`src/verilog/fskws_pkg.sv`:
```
package fskws_pkg;
  // System clock and link rate
  localparam int CLK_HZ = 100_000_000;
  localparam int BAUD = 1200;
  // Bit period rounds down to whole cycles
  localparam int BIT_CYC = CLK_HZ / BAUD;
  localparam int HALF_CYC = BIT_CYC / 2;
  // Carrier release hysteresis and qualification, in milliseconds
  localparam int HOLD_MS = 10;
  localparam int HOLD_CYC = HOLD_MS * (CLK_HZ / 1000);
  localparam int QUAL_MS = 3;
  localparam int QUAL_CYC = QUAL_MS * (CLK_HZ / 1000);
  localparam int CNT_W = 20;
  localparam int DATA_BITS = 8;
  localparam int IDX_W = 4;
  // Register map, byte addresses
  localparam int ADDR_W = 4;
  localparam logic [ADDR_W-1:0] REG_CTRL = 4'h0;
  localparam logic [ADDR_W-1:0] REG_STATUS = 4'h4;
  localparam logic [ADDR_W-1:0] REG_WORDS = 4'h8;
  // Control fields
  localparam int CTRL_MODE_BIT = 0;
  localparam int CTRL_POWER_DOWN_REQUEST_BIT = 1;
  localparam logic CTRL_MODE_RST = 1'h0;
  localparam logic CTRL_POWER_DOWN_REQUEST_RST = 1'h0;
  // Status fields
  localparam int STAT_CAR_BIT = 0;
  localparam int STAT_RDY_BIT = 1;
  localparam int STAT_LEFT_LSB = 4;
  localparam int STAT_BYTE_LSB = 8;
  // Bus responses
  localparam logic [1:0] RESP_OKAY = 2'h0;
  localparam logic [1:0] RESP_SLVERR = 2'h2;
  typedef enum logic [3:0] {
    RX_IDLE = 4'h1,
    RX_START = 4'h2,
    RX_DATA = 4'h4,
    RX_STOP = 4'h8
  } fskws_rx_type;
endpackage

```
`src/verilog/fskws_sync.sv`:
```
`timescale 1ns/10ps
module fskws_sync
  import fskws_pkg::*;
#(
  parameter int W = 1
) (
  // Clock and reset
  input wire logic aclk,
  input wire logic aresetn,
  input wire logic ce,
  // Asynchronous levels in, synchronised levels out
  input wire logic [W-1:0] d,
  output logic [W-1:0] q
);
  typedef struct packed {
    logic [W-1:0] s1;
    logic [W-1:0] s2;
  } fskws_sync_type;

  fskws_sync_type s_q, s_d;

  initial begin
    if (W < 1) $error("fskws_sync: W must be at least 1");
  end

  always_comb begin
    s_d = s_q;
    s_d.s1 = d;
    s_d.s2 = s_q.s1;
  end

  always_ff @(posedge aclk) begin
    if (!aresetn) begin
      s_q <= '0;
    end else if (ce) begin
      s_q <= s_d;
    end
  end

  assign q = s_q.s2;
endmodule // fskws_sync

```
`src/verilog/fskws_top.sv`:
```
`timescale 1ns/10ps
module fskws_top
  import fskws_pkg::*;
#(
  parameter int BIT_CYCLES = BIT_CYC,
  parameter int HALF_CYCLES = HALF_CYC,
  parameter int HOLD_CYCLES = HOLD_CYC,
  parameter int QUAL_CYCLES = QUAL_CYC
) (
  // Clock, reset, clock enable
  input wire logic aclk,
  input wire logic aresetn,
  input wire logic ce,
  // AXI4-Lite write address
  input wire logic [ADDR_W-1:0] s_axil_awaddr,
  input wire logic s_axil_awvalid,
  output logic s_axil_awready,
  // AXI4-Lite write data
  input wire logic [31:0] s_axil_wdata,
  input wire logic [3:0] s_axil_wstrb,
  input wire logic s_axil_wvalid,
  output logic s_axil_wready,
  // AXI4-Lite write response
  output logic [1:0] s_axil_bresp,
  output logic s_axil_bvalid,
  input wire logic s_axil_bready,
  // AXI4-Lite read address
  input wire logic [ADDR_W-1:0] s_axil_araddr,
  input wire logic s_axil_arvalid,
  output logic s_axil_arready,
  // AXI4-Lite read data
  output logic [31:0] s_axil_rdata,
  output logic [1:0] s_axil_rresp,
  output logic s_axil_rvalid,
  input wire logic s_axil_rready,
  // Demodulator and band energy levels
  input wire logic fsk_bit,
  input wire logic band_active,
  // Three-wire interface
  input wire logic serial_bit_clock_i,
  output logic serial_bit_clock_o,
  output logic serial_bit_clock_oe,
  output logic data_out,
  output logic word_ready_n_o,
  output logic word_ready_n_oe,
  output logic carrier_present_n_o,
  output logic carrier_present_n_oe
);
  typedef struct packed {
    fskws_rx_type rx;
    logic [CNT_W-1:0] bit_cnt;
    logic [IDX_W-1:0] bit_idx;
    logic [DATA_BITS-1:0] rx_sh;
    logic [CNT_W-1:0] car_cnt;
    logic car;
    logic [CNT_W-1:0] rdy_cnt;
    logic rdy;
    logic [DATA_BITS-1:0] buf_sh;
    logic [IDX_W-1:0] reads;
    logic sbc_prev;
    logic sbc;
    logic data;
    logic [DATA_BITS-1:0] last_byte;
    logic [15:0] words;
    logic mode;
    logic power_down_request;
    logic [ADDR_W-1:0] awaddr;
    logic aw_held;
    logic [31:0] wdata;
    logic [3:0] wstrb;
    logic w_held;
    logic awready;
    logic wready;
    logic bvalid;
    logic [1:0] bresp;
    logic arready;
    logic rvalid;
    logic [31:0] rdata;
    logic [1:0] rresp;
    logic sbc_oe, rdy_n, rdy_oe, car_n, car_oe;
  } fskws_state_type;

  localparam logic [CNT_W-1:0] BIT_LAST = CNT_W'(BIT_CYCLES - 1);
  localparam logic [CNT_W-1:0] HALF_LAST = CNT_W'(HALF_CYCLES - 1);
  localparam logic [CNT_W-1:0] HOLD_LAST = CNT_W'(HOLD_CYCLES - 1);
  localparam logic [CNT_W-1:0] QUAL_LAST = CNT_W'(QUAL_CYCLES - 1);
  localparam logic [IDX_W-1:0] IDX_LAST = IDX_W'(DATA_BITS - 1);
  localparam logic [IDX_W-1:0] IDX_FULL = IDX_W'(DATA_BITS);

  initial begin
    if (BIT_CYCLES < 4 || BIT_CYCLES >= (1 << CNT_W))
      $error("fskws_top: BIT_CYCLES out of range");
    if (HALF_CYCLES < 1 || HALF_CYCLES >= BIT_CYCLES)
      $error("fskws_top: HALF_CYCLES out of range");
    if (HOLD_CYCLES < 1 || HOLD_CYCLES >= (1 << CNT_W))
      $error("fskws_top: HOLD_CYCLES out of range");
    if (QUAL_CYCLES < 1 || QUAL_CYCLES >= (1 << CNT_W))
      $error("fskws_top: QUAL_CYCLES out of range");
  end

  fskws_state_type s_q, s_d;
  logic fsk_s, band_s, sbc_s;

  // Bit clock, demodulated bit and band energy all arrive from outside
  fskws_sync #(
    .W(3)
  ) u_sync (
    .aclk(aclk),
    .aresetn(aresetn),
    .ce(ce),
    .d({fsk_bit, band_active, serial_bit_clock_i}),
    .q({fsk_s, band_s, sbc_s})
  );

  function automatic logic is_mapped(input logic [ADDR_W-1:0] a);
    is_mapped = (a == REG_CTRL) || (a == REG_STATUS) || (a == REG_WORDS);
  endfunction

  function automatic logic [31:0] reg_value(input logic [ADDR_W-1:0] a,
                                            input fskws_state_type s);
    logic [31:0] v;
    v = '0;
    case (a)
      REG_CTRL: begin
        v[CTRL_MODE_BIT] = s.mode;
        v[CTRL_POWER_DOWN_REQUEST_BIT] = s.power_down_request;
      end
      REG_STATUS: begin
        v[STAT_CAR_BIT] = s.car;
        v[STAT_RDY_BIT] = s.rdy;
        v[STAT_LEFT_LSB +: IDX_W] = IDX_FULL - s.reads;
        v[STAT_BYTE_LSB +: DATA_BITS] = s.last_byte;
      end
      REG_WORDS: v[15:0] = s.words;
      default: v = '0;
    endcase
    reg_value = v;
  endfunction

  always_comb begin
    s_d = s_q;
    s_d.sbc_prev = sbc_s;

    // Bus: address and data are taken in either order
    if (s_axil_awvalid && s_q.awready) begin
      s_d.awaddr = s_axil_awaddr;
      s_d.aw_held = 1'b1;
    end
    if (s_axil_wvalid && s_q.wready) begin
      s_d.wdata = s_axil_wdata;
      s_d.wstrb = s_axil_wstrb;
      s_d.w_held = 1'b1;
    end
    if (s_q.bvalid && s_axil_bready) begin
      s_d.bvalid = 1'b0;
    end
    if (s_q.aw_held && s_q.w_held && !s_q.bvalid) begin
      s_d.aw_held = 1'b0;
      s_d.w_held = 1'b0;
      s_d.bvalid = 1'b1;
      s_d.bresp = is_mapped(s_q.awaddr) ? RESP_OKAY : RESP_SLVERR;
      if (s_q.awaddr == REG_CTRL && s_q.wstrb[0]) begin
        s_d.mode = s_q.wdata[CTRL_MODE_BIT];
        s_d.power_down_request = s_q.wdata[CTRL_POWER_DOWN_REQUEST_BIT];
      end
    end
    s_d.awready = !s_d.aw_held && !s_d.bvalid;
    s_d.wready = !s_d.w_held && !s_d.bvalid;

    if (s_q.rvalid && s_axil_rready) begin
      s_d.rvalid = 1'b0;
    end
    if (s_axil_arvalid && s_q.arready) begin
      s_d.rvalid = 1'b1;
      s_d.rdata = reg_value(s_axil_araddr, s_q);
      s_d.rresp = is_mapped(s_axil_araddr) ? RESP_OKAY : RESP_SLVERR;
    end
    s_d.arready = !s_d.rvalid;

    // Carrier: qualify, then hold through dropouts
    if (!s_q.car) begin
      if (band_s) begin
        s_d.car_cnt = s_q.car_cnt + 1'b1;
        if (s_q.car_cnt == QUAL_LAST) begin
          s_d.car = 1'b1;
          s_d.car_cnt = '0;
        end
      end else begin
        s_d.car_cnt = '0;
      end
    end else begin
      if (band_s) begin
        s_d.car_cnt = '0;
      end else begin
        s_d.car_cnt = s_q.car_cnt + 1'b1;
        if (s_q.car_cnt == HOLD_LAST) begin
          s_d.car = 1'b0;
          s_d.car_cnt = '0;
        end
      end
    end

    // Word-ready lasts half a bit unless the host reads first
    if (s_q.rdy) begin
      s_d.rdy_cnt = s_q.rdy_cnt + 1'b1;
      if (s_q.rdy_cnt == HALF_LAST) begin
        s_d.rdy = 1'b0;
      end
    end

    // Host read pulses in mode 1
    if (s_q.mode && sbc_s && !s_q.sbc_prev) begin
      s_d.rdy = 1'b0;
      if (s_q.reads != IDX_FULL) begin
        s_d.data = s_q.buf_sh[0];
        s_d.buf_sh = {1'b0, s_q.buf_sh[DATA_BITS-1:1]};
        s_d.reads = s_q.reads + 1'b1;
      end
    end

    // Timing recovery, all counted in system clocks
    case (s_q.rx)
      RX_IDLE: begin
        s_d.bit_cnt = '0;
        if (!fsk_s) begin
          s_d.rx = RX_START;
        end
      end
      RX_START: begin
        s_d.bit_cnt = s_q.bit_cnt + 1'b1;
        if (s_q.bit_cnt == HALF_LAST) begin
          s_d.bit_cnt = '0;
          s_d.bit_idx = '0;
          // A start bit that is gone by mid-bit was a glitch
          s_d.rx = fsk_s ? RX_IDLE : RX_DATA;
        end
      end
      RX_DATA: begin
        s_d.bit_cnt = s_q.bit_cnt + 1'b1;
        if (s_q.bit_cnt == HALF_LAST && !s_q.mode) begin
          s_d.sbc = 1'b0;
        end
        if (s_q.bit_cnt == BIT_LAST) begin
          s_d.bit_cnt = '0;
          s_d.rx_sh = {fsk_s, s_q.rx_sh[DATA_BITS-1:1]};
          s_d.bit_idx = s_q.bit_idx + 1'b1;
          if (!s_q.mode) begin
            s_d.sbc = 1'b1;
          end
          if (s_q.bit_idx == IDX_LAST) begin
            s_d.rx = RX_STOP;
          end
        end
      end
      RX_STOP: begin
        s_d.bit_cnt = s_q.bit_cnt + 1'b1;
        if (s_q.bit_cnt == BIT_LAST) begin
          s_d.bit_cnt = '0;
          s_d.rx = RX_IDLE;
          // A missing stop bit is a framing error: the word is dropped
          if (fsk_s) begin
            s_d.rdy = 1'b1;
            s_d.rdy_cnt = '0;
            s_d.last_byte = s_q.rx_sh;
            s_d.words = s_q.words + 1'b1;
            if (s_q.mode) begin
              s_d.buf_sh = s_q.rx_sh;
              s_d.reads = '0;
            end
          end
        end
      end
      default: s_d.rx = RX_IDLE;
    endcase

    if (!s_q.mode) begin
      s_d.data = s_q.car ? fsk_s : 1'b1;
    end

    // Acting on the next carrier state ends a strobe in the same cycle
    if (!s_d.car) begin
      s_d.rx = RX_IDLE;
      s_d.sbc = 1'b1;
      if (!s_q.rdy) begin
        s_d.rdy = 1'b0;
      end
    end

    // Power-down freezes reception and leaves the pins at rest, except the data pin in mode 1, which still follows host reads
    if (s_q.power_down_request) begin
      s_d.rx = RX_IDLE;
      s_d.bit_cnt = '0;
      s_d.car = 1'b0;
      s_d.car_cnt = '0;
      s_d.rdy = 1'b0;
      s_d.sbc = 1'b1;
      if (!s_q.mode) begin
        s_d.data = 1'b1;
      end
    end
    // Pin levels are registered so no output passes through logic
    s_d.sbc_oe = !s_d.mode;
    s_d.rdy_n = !s_d.rdy;
    s_d.rdy_oe = s_d.mode | s_d.rdy;
    s_d.car_n = !s_d.car;
    s_d.car_oe = s_d.mode | s_d.car;
  end

  always_ff @(posedge aclk) begin
    if (!aresetn) begin
      s_q <= '0;
      s_q.rx <= RX_IDLE;
      s_q.sbc <= 1'b1;
      s_q.data <= 1'b1;
      s_q.sbc_prev <= 1'b1;
      s_q.reads <= IDX_FULL;
      s_q.mode <= CTRL_MODE_RST;
      s_q.power_down_request <= CTRL_POWER_DOWN_REQUEST_RST;
      s_q.awready <= 1'b1;
      s_q.wready <= 1'b1;
      s_q.arready <= 1'b1;
      s_q.sbc_oe <= 1'b1;
      s_q.rdy_n <= 1'b1;
      s_q.car_n <= 1'b1;
    end else if (ce) begin
      s_q <= s_d;
    end
  end

  assign s_axil_awready = s_q.awready;
  assign s_axil_wready = s_q.wready;
  assign s_axil_bvalid = s_q.bvalid;
  assign s_axil_bresp = s_q.bresp;
  assign s_axil_arready = s_q.arready;
  assign s_axil_rvalid = s_q.rvalid;
  assign s_axil_rdata = s_q.rdata;
  assign s_axil_rresp = s_q.rresp;
  // Word-ready and carrier are open drain in mode 0 and drive only the low level
  assign serial_bit_clock_o = s_q.sbc;
  assign serial_bit_clock_oe = s_q.sbc_oe;
  assign data_out = s_q.data;
  assign word_ready_n_o = s_q.rdy_n;
  assign word_ready_n_oe = s_q.rdy_oe;
  assign carrier_present_n_o = s_q.car_n;
  assign carrier_present_n_oe = s_q.car_oe;
endmodule // fskws_top
```
`config.mk`:
```
export PLATFORM = sky130hd
export DESIGN_NAME = fskws_top
export DESIGN_NICKNAME = d
export VERILOG_FILES = /design/src/verilog/fskws_pkg.sv /design/src/verilog/fskws_sync.sv /design/src/verilog/fskws_top.sv
export SDC_FILE = /design/constraint.sdc
export NUM_CORES = 1
export LEC_CHECK = 0
export ABC_AREA = 1
export BUFFER_PORTS_ARGS = -buffer_cell sky130_fd_sc_hd__buf_2
export CAP_MARGIN = 10
export CORE_AREA = 2 2 193 195
export DETAILED_ROUTE_END_ITERATION = 12
export DIE_AREA = 0 0 195 197
export PLACE_DENSITY = 0.53
export SYNTH_ARGS = -nofsm -noshare
export SYNTH_HDL_FRONTEND = slang
export SYNTH_SLANG_ARGS = --single-unit
```
`constraint.sdc`:
```
create_clock -name aclk -period 1.63 [get_ports aclk]
set_input_delay 0.489 -clock aclk [delete_from_list [all_inputs] [get_ports aclk]]
set_output_delay 0.489 -clock aclk [all_outputs]
set_load 0.02 [all_outputs]
```
== Word-level counts from Yosys, hierarchy flattened ==
Cells that the tools add are included.

* Flip-flop bits (word level): 164
* RAM bits: 0
* Bits in latches: 0
* Memories kept: 0
* Bits of input ports: 55
* Output and inout bits: 48
* Bits in read-only memories: 0

* $add $sub $neg: 7
* Divide/modulo/power cells: 0
* Magnitude comparators: 0
* Shift-type cells: 0
* $mul: 0
* Reduce and logical (&&, ||, !) cells: 42
* Bitwise operators: 2
* Eq/ne operators: 23
* Multiplexer cells: 56

{| class="wikitable"
|+ Operator list
! kind !! count
|-
| two-way mux 21 bit || 5
|-
| two-way mux 33 bit || 3
|-
| case mux 20 bit (4 select lines) || 1
|-
| adder 20 x 1 -> 20 bit (second input constant) || 3
|-
| two-way mux 24 bit || 2
|-
| equality test 20 x 16 -> 1 bit (second input constant) || 2
|-
| two-way mux 20 bit || 2
|-
| two-way mux 36 bit || 1
|-
| two-way mux 35 bit || 1
|-
| two-way mux 28 bit || 1
|-
| two-way mux 12 bit || 2
|-
| inequality test 4 bit (second input constant) || 6
|-
| case mux 12 bit (2 select lines) || 1
|-
| two-way mux 1 bit || 22
|-
| equality test 20 x 17 -> 1 bit (second input constant) || 1
|-
| equality test 20 x 19 -> 1 bit (second input constant) || 1
|-
| equality test 20 bit (second input constant) || 1
|-
| adder 16 x 1 -> 16 bit (second input constant) || 1
|-
| equality test 4 x 3 -> 1 bit (second input constant) || 4
|-
| case mux 4 bit (4 select lines) || 1
|-
| logical AND 1 bit || 13
|-
| two-way mux 13 bit || 1
|-
| equality test 4 bit (second input constant) || 3
|-
| two-way mux 2 bit || 6
|-
| other kinds (20) || 46
|}

== Depth between registers and ports, before layout ==
* Word-level depth: 12
* Mapped depth: 13
* Gate-level depth less buffers: 12

== Modules after synthesis ==
Synthesis repeated with hierarchy kept, for this count alone.

* Cell total of the unflattened synthesis: 1310
* Area, all modules: 8813.5 um^2

{| class="wikitable"
|+ By module, submodules not included
! module !! instances !! area each (um^2) !! sequential area each (um^2) !! cells an instance
|-
| fskws_top || 1 || 8557.0 || 3123.0 || 1273
|-
| fskws_sync || 1 || 256.5 || 120.1 || 37
|}

== Least setup slack after synthesis ==
Ideal clock, no wire load.

* Path kind: flip-flop to flip-flop
* Start: reg s_q[183] (netlist bit)
* End: reg s_q[128] (netlist bit)
* Cell stages (with the launch flop): 11
* Library setup time: 0.131 ns
* Path slack: -0.081 ns
* Period minus slack after synthesis: 1.711 ns
* Arrival time: 1.580 ns
* Buffers on the path: 0
* Path through: dfxtp_1 > inv_1 > ha_1 > nand3_1 > nor2_2 > inv_2 > nor2_4 > nand4_4 > or2_2 > nand3_1 > a21oi_2

* Cells in the longest elaborated chain, start to end: 3

{| class="wikitable"
|+ RTL lines
! what !! RTL line !! source
|-
| from (decl) || fskws_top.sv:101 || <nowiki>fskws_state_type s_q, s_d;</nowiki>
|-
| equality test 20 x 17 -> 1 bit || fskws_top.sv:257 || <nowiki>if (s_q.bit_cnt == BIT_LAST) begin</nowiki>
|-
| two-way mux 33 bit || fskws_top.sv:257 ||
|-
| two-way mux 33 bit || fskws_top.sv:222 || <nowiki>case (s_q.rx)</nowiki>
|}

No other way between the ends.
A chain may end at the register's enable or synchronous reset.

== Final worst setup path ==
* Start: reg s_q[184] (netlist bit)
* End: reg s_q[175] (netlist bit)

* Cells in the longest elaborated chain, start to end: 2

{| class="wikitable"
|+ RTL lines
! what !! RTL line !! source
|-
| equality test 20 x 17 -> 1 bit || fskws_top.sv:243 || <nowiki>if (s_q.bit_cnt == BIT_LAST) begin</nowiki>
|-
| AND reduction 3 bit (no line) || -- ||
|}

No other way between the ends.

==> summary.txt <==
Floorplan
  – Die X: 195 um
  – Chip height: 197 um
  – # rows: 70
  – Boundary Pins: 103
  – Core box area: 0.0363 mm2
  – Die Area: 0.0384 mm2
  – Starting Density: 0.247

Status
  – Failing checks: setup timing
  – Status: complete, but fails checks

Synth
  – Post-synth ARST share: 0
  – Synth warnings: 0
  – Number of synthesized flops with an enable pin: 0
  – Post-synthesis register bit count: 162
  – Sequential element share of the synthesized area: 0.362
  – Syn Std Cell Area: 0.00895 mm2
  – Main synth FF type: dfxtp_1
  – Mean Syn Cell Area: 6.86 um2
  – Cells after Synth: 1305
  – Synth unique cells: 49

Place
  – Setup Slack @ Placement: -0.331 ns
  – Final GP Congestion: 0.870
  – PortBufs: 51
  – Dpl hpwl: 19500 um

CTS
  – Clk sinks: 162
  – TritonCTS buffer count: 17
  – Clock slew at reported path FFs: 0.07 ns
  – CTS tree: done
  – Clk_lat worst skew: 0.44 ns
  – H-tree depth: 4
  – Deepest clock path buffer count: 2
  – Clock Tree Root: clkbuf_16

Final layout
  – Synth-to-layout area growth: 49.4%
  – N_diodes: 0
  – Register Area: 0.00329 mm2
  – Commonest non-fill, non-tap cell in the layout: nand2_1
  – Most frequent cells in the layout: nand2_1 (225), buf_4 (196), inv_1 (146), dfxtp_1 (135), nor2_1 (96)
  – Final #Nets: 1623
  – Multi-input gate area: 0.00581 mm2
  – Fill count: 3760
  – Fin util: 0.369
  – Layout cells sized above 1: 0.396

Global routing
  – Vias in the first global route: 8743
  – Initial antenna violation count: 1
  – GR Util All Layers: 0.138
  – Grt total ovfl: 0
  – First-pass GRT wire length: 43300 um
  – Largest net degree at the start of global routing: 35

Timing
  – Fin crit period: 1.82 ns
  – Slew headroom: 0.637
  – Max Slew Vio Count: 0
  – RSZ-0062 raised after global routing: true
  – Final Skew: 0.0155 ns
  – Worst Slack Setup Final: -0.188 ns
  – Period utilisation layout: 1.12
  – # setup viols final: 96
  – Final TNS setup: -10.22 ns
  – Max Fclk: 550 MHz
  – Worst-margin pin slew: 0.544 ns
  – Final Hold Fails: 0

Power
  – Pint: 6.94 mW
  – Sw power: 2.61 mW
  – Flop pwr share: 0.430
  – Clock power share: 0.452
  – PnR Total Power: 9.55 mW
  – Worst IR Drop VDD: 0.622 mV
  – Logic pwr share: 0.118
  – Leakage power: 5.41 nW
  – Pwr per Cell Area: 714 mW/mm2
  – Net Sw Frac: 0.273

Drt
  – WL/cell: 13.7 um
  – Via/cell ratio: 4.54
  – Routed wire length: 27900 um
  – Residual DRC: 0
  – TritonRoute pass-1 iters: 5
  – DRT iter0 DRCs: 477
  – Routed Antenna Nets: 0
  – DR vias: 9254

Critical path
  – CP required: 1.94 ns
  – Crit path DAT: 2.13 ns
  – Reg-to-reg setup timing slack: -0.19 ns
  – Crit end category: flip-flop
  – Peak fanout along the critical path: 8
  – Startpoint Class: flip-flop
  – Worst setup path class: flip-flop to flip-flop

Run
  – MaxCap Viol Count: 0

Min path
  – Worst hold path class: primary input to flip-flop
## worst max-delay path: stages (launching register included)
cell and delay, ns:
dfxtp_2 0.33, inv_4 0.08, ha_4 0.16, nand3_4 0.11, nor2_4 0.12, buf_4 0.13
nand3_4 0.07, buf_6 0.14, nor2_4 0.14, buf_12 0.15, nand2_4 0.11, nor2_2 0.13
a211oi_2 0.04
## metrics by stage
stage          hold slack (ns)  std cells  area [um2]
2_1_floorplan            0.420       1322        9030
3_3_place_gp             0.433       1961       11000
3_5_place_dp             0.436       1961       11000
4_1_cts                  0.318       2007       12200
5_1_grt                  0.323       2039       13400
6_report                 0.319       2039       13400
## sequential cells by signal (all words and copies together) (netlist names), 3 cells and up
register      flops
s_axil_rdata     16
u_sync.q          3
u_sync.s_d        3
s_q             126
## timing repair
action / in CTS / in global routing
setup buffers: 15 / 28
hold buffers: 0 / 0
gates cloned: 1 / 6
endpoints found under the setup margin: 117 / 120
pin swaps: 48 / 87
hold endpoints to repair: 0 / 0
gates resized for setup: 121 / 241
## per-layer routing
metal  track usage  part of all wire  routed length [um]
met2         0.239              0.49               13700
met5             0           0.00050                  14
met4        0.0410             0.015                 427
met1         0.177              0.46               13000
met3        0.0231             0.029                 823
## synth_stat cells (2+ instances only)
| cell type | n | area, um2 |
|---|---|---|
| nand2_1 | 270 | 1010 |
| dfxtp_1 | 162 | 3240 |
| inv_1 | 160 | 601 |
| nor2_1 | 150 | 563 |
| nand3_1 | 91 | 455 |
| a21oi_1 | 86 | 430 |
| o21ai_0 | 67 | 335 |
| buf_4 | 40 | 300 |
| nand4_1 | 34 | 213 |
| nor3_1 | 32 | 160 |
| xor2_1 | 31 | 272 |
| clkbuf_1 | 25 | 93.8 |
| ha_1 | 10 | 125 |
| nand2_2 | 10 | 62.6 |
| nor2_2 | 10 | 62.6 |
| o221ai_1 | 10 | 87.6 |
| a211oi_1 | 9 | 67.6 |
| inv_2 | 9 | 33.8 |
| nand3_2 | 8 | 80.1 |
| o21ai_1 | 8 | 40.0 |
| mux2i_1 | 7 | 70.1 |
| nor3_2 | 7 | 70.1 |
| buf_2 | 6 | 30.0 |
| o21bai_1 | 6 | 45.0 |
| and3_1 | 5 | 31.3 |
| nor3b_1 | 5 | 37.5 |
| xnor2_1 | 5 | 43.8 |
| a31oi_1 | 4 | 25.0 |
| buf_6 | 4 | 45.0 |
| nor2_4 | 4 | 45.0 |
| o22ai_1 | 4 | 25.0 |
| a21oi_2 | 3 | 26.3 |
| nor4_1 | 3 | 18.8 |
| o21a_1 | 3 | 22.5 |
| nand3b_1 | 2 | 15.0 |
| or2_2 | 2 | 12.5 |
## power by group through the flow
stage / clock, mW / combinational, mW / sequential, mW
after detailed placement: 0 / 0.879 / 4.19
after CTS: 4.42 / 0.976 / 4.11
after global routing: 4.58 / 1.23 / 4.11
final: 4.31 / 1.13 / 4.10
after floorplan: 0 / 0.538 / 4.20
after global placement: 0 / 0.877 / 4.19
## cell families (layout without fill, tap and decap cells)
family                     Yosys count  in the layout  share of synthesized area
AOI/OAI and AO/OA                  205            205                      0.129
xor gates and xnor gates            36             36                     0.0352
adders and majority gates           10             10                     0.0140
buffers and inverters              246            493                      0.124
DFF                                162            162                      0.362
muxes                                7              7                    0.00783
other                                1             18                   0.000419
and+or+nand+nor                    638            640                      0.327
## final timing paths
path	start	endpoint	depth (start not counted)
min	band_active	u_sync.s_d[1]	3
max reg2reg	s_q[184]	s_q[175]	12
min reg2reg	s_q[85]	s_q[85]	2
max	s_q[184]	s_q[175]	12
## area by class of cell
type                    instances  area share
inverters                     170      0.0498
clock inverters                12      0.0121
well taps                     468      0.0438
repair buffers                290       0.178
repair inverters                1    0.000842
multi-input cells             916       0.434
flip-flops and latches        162       0.246
clock buffers                  20      0.0349
(Power assumes the default switching activity.)
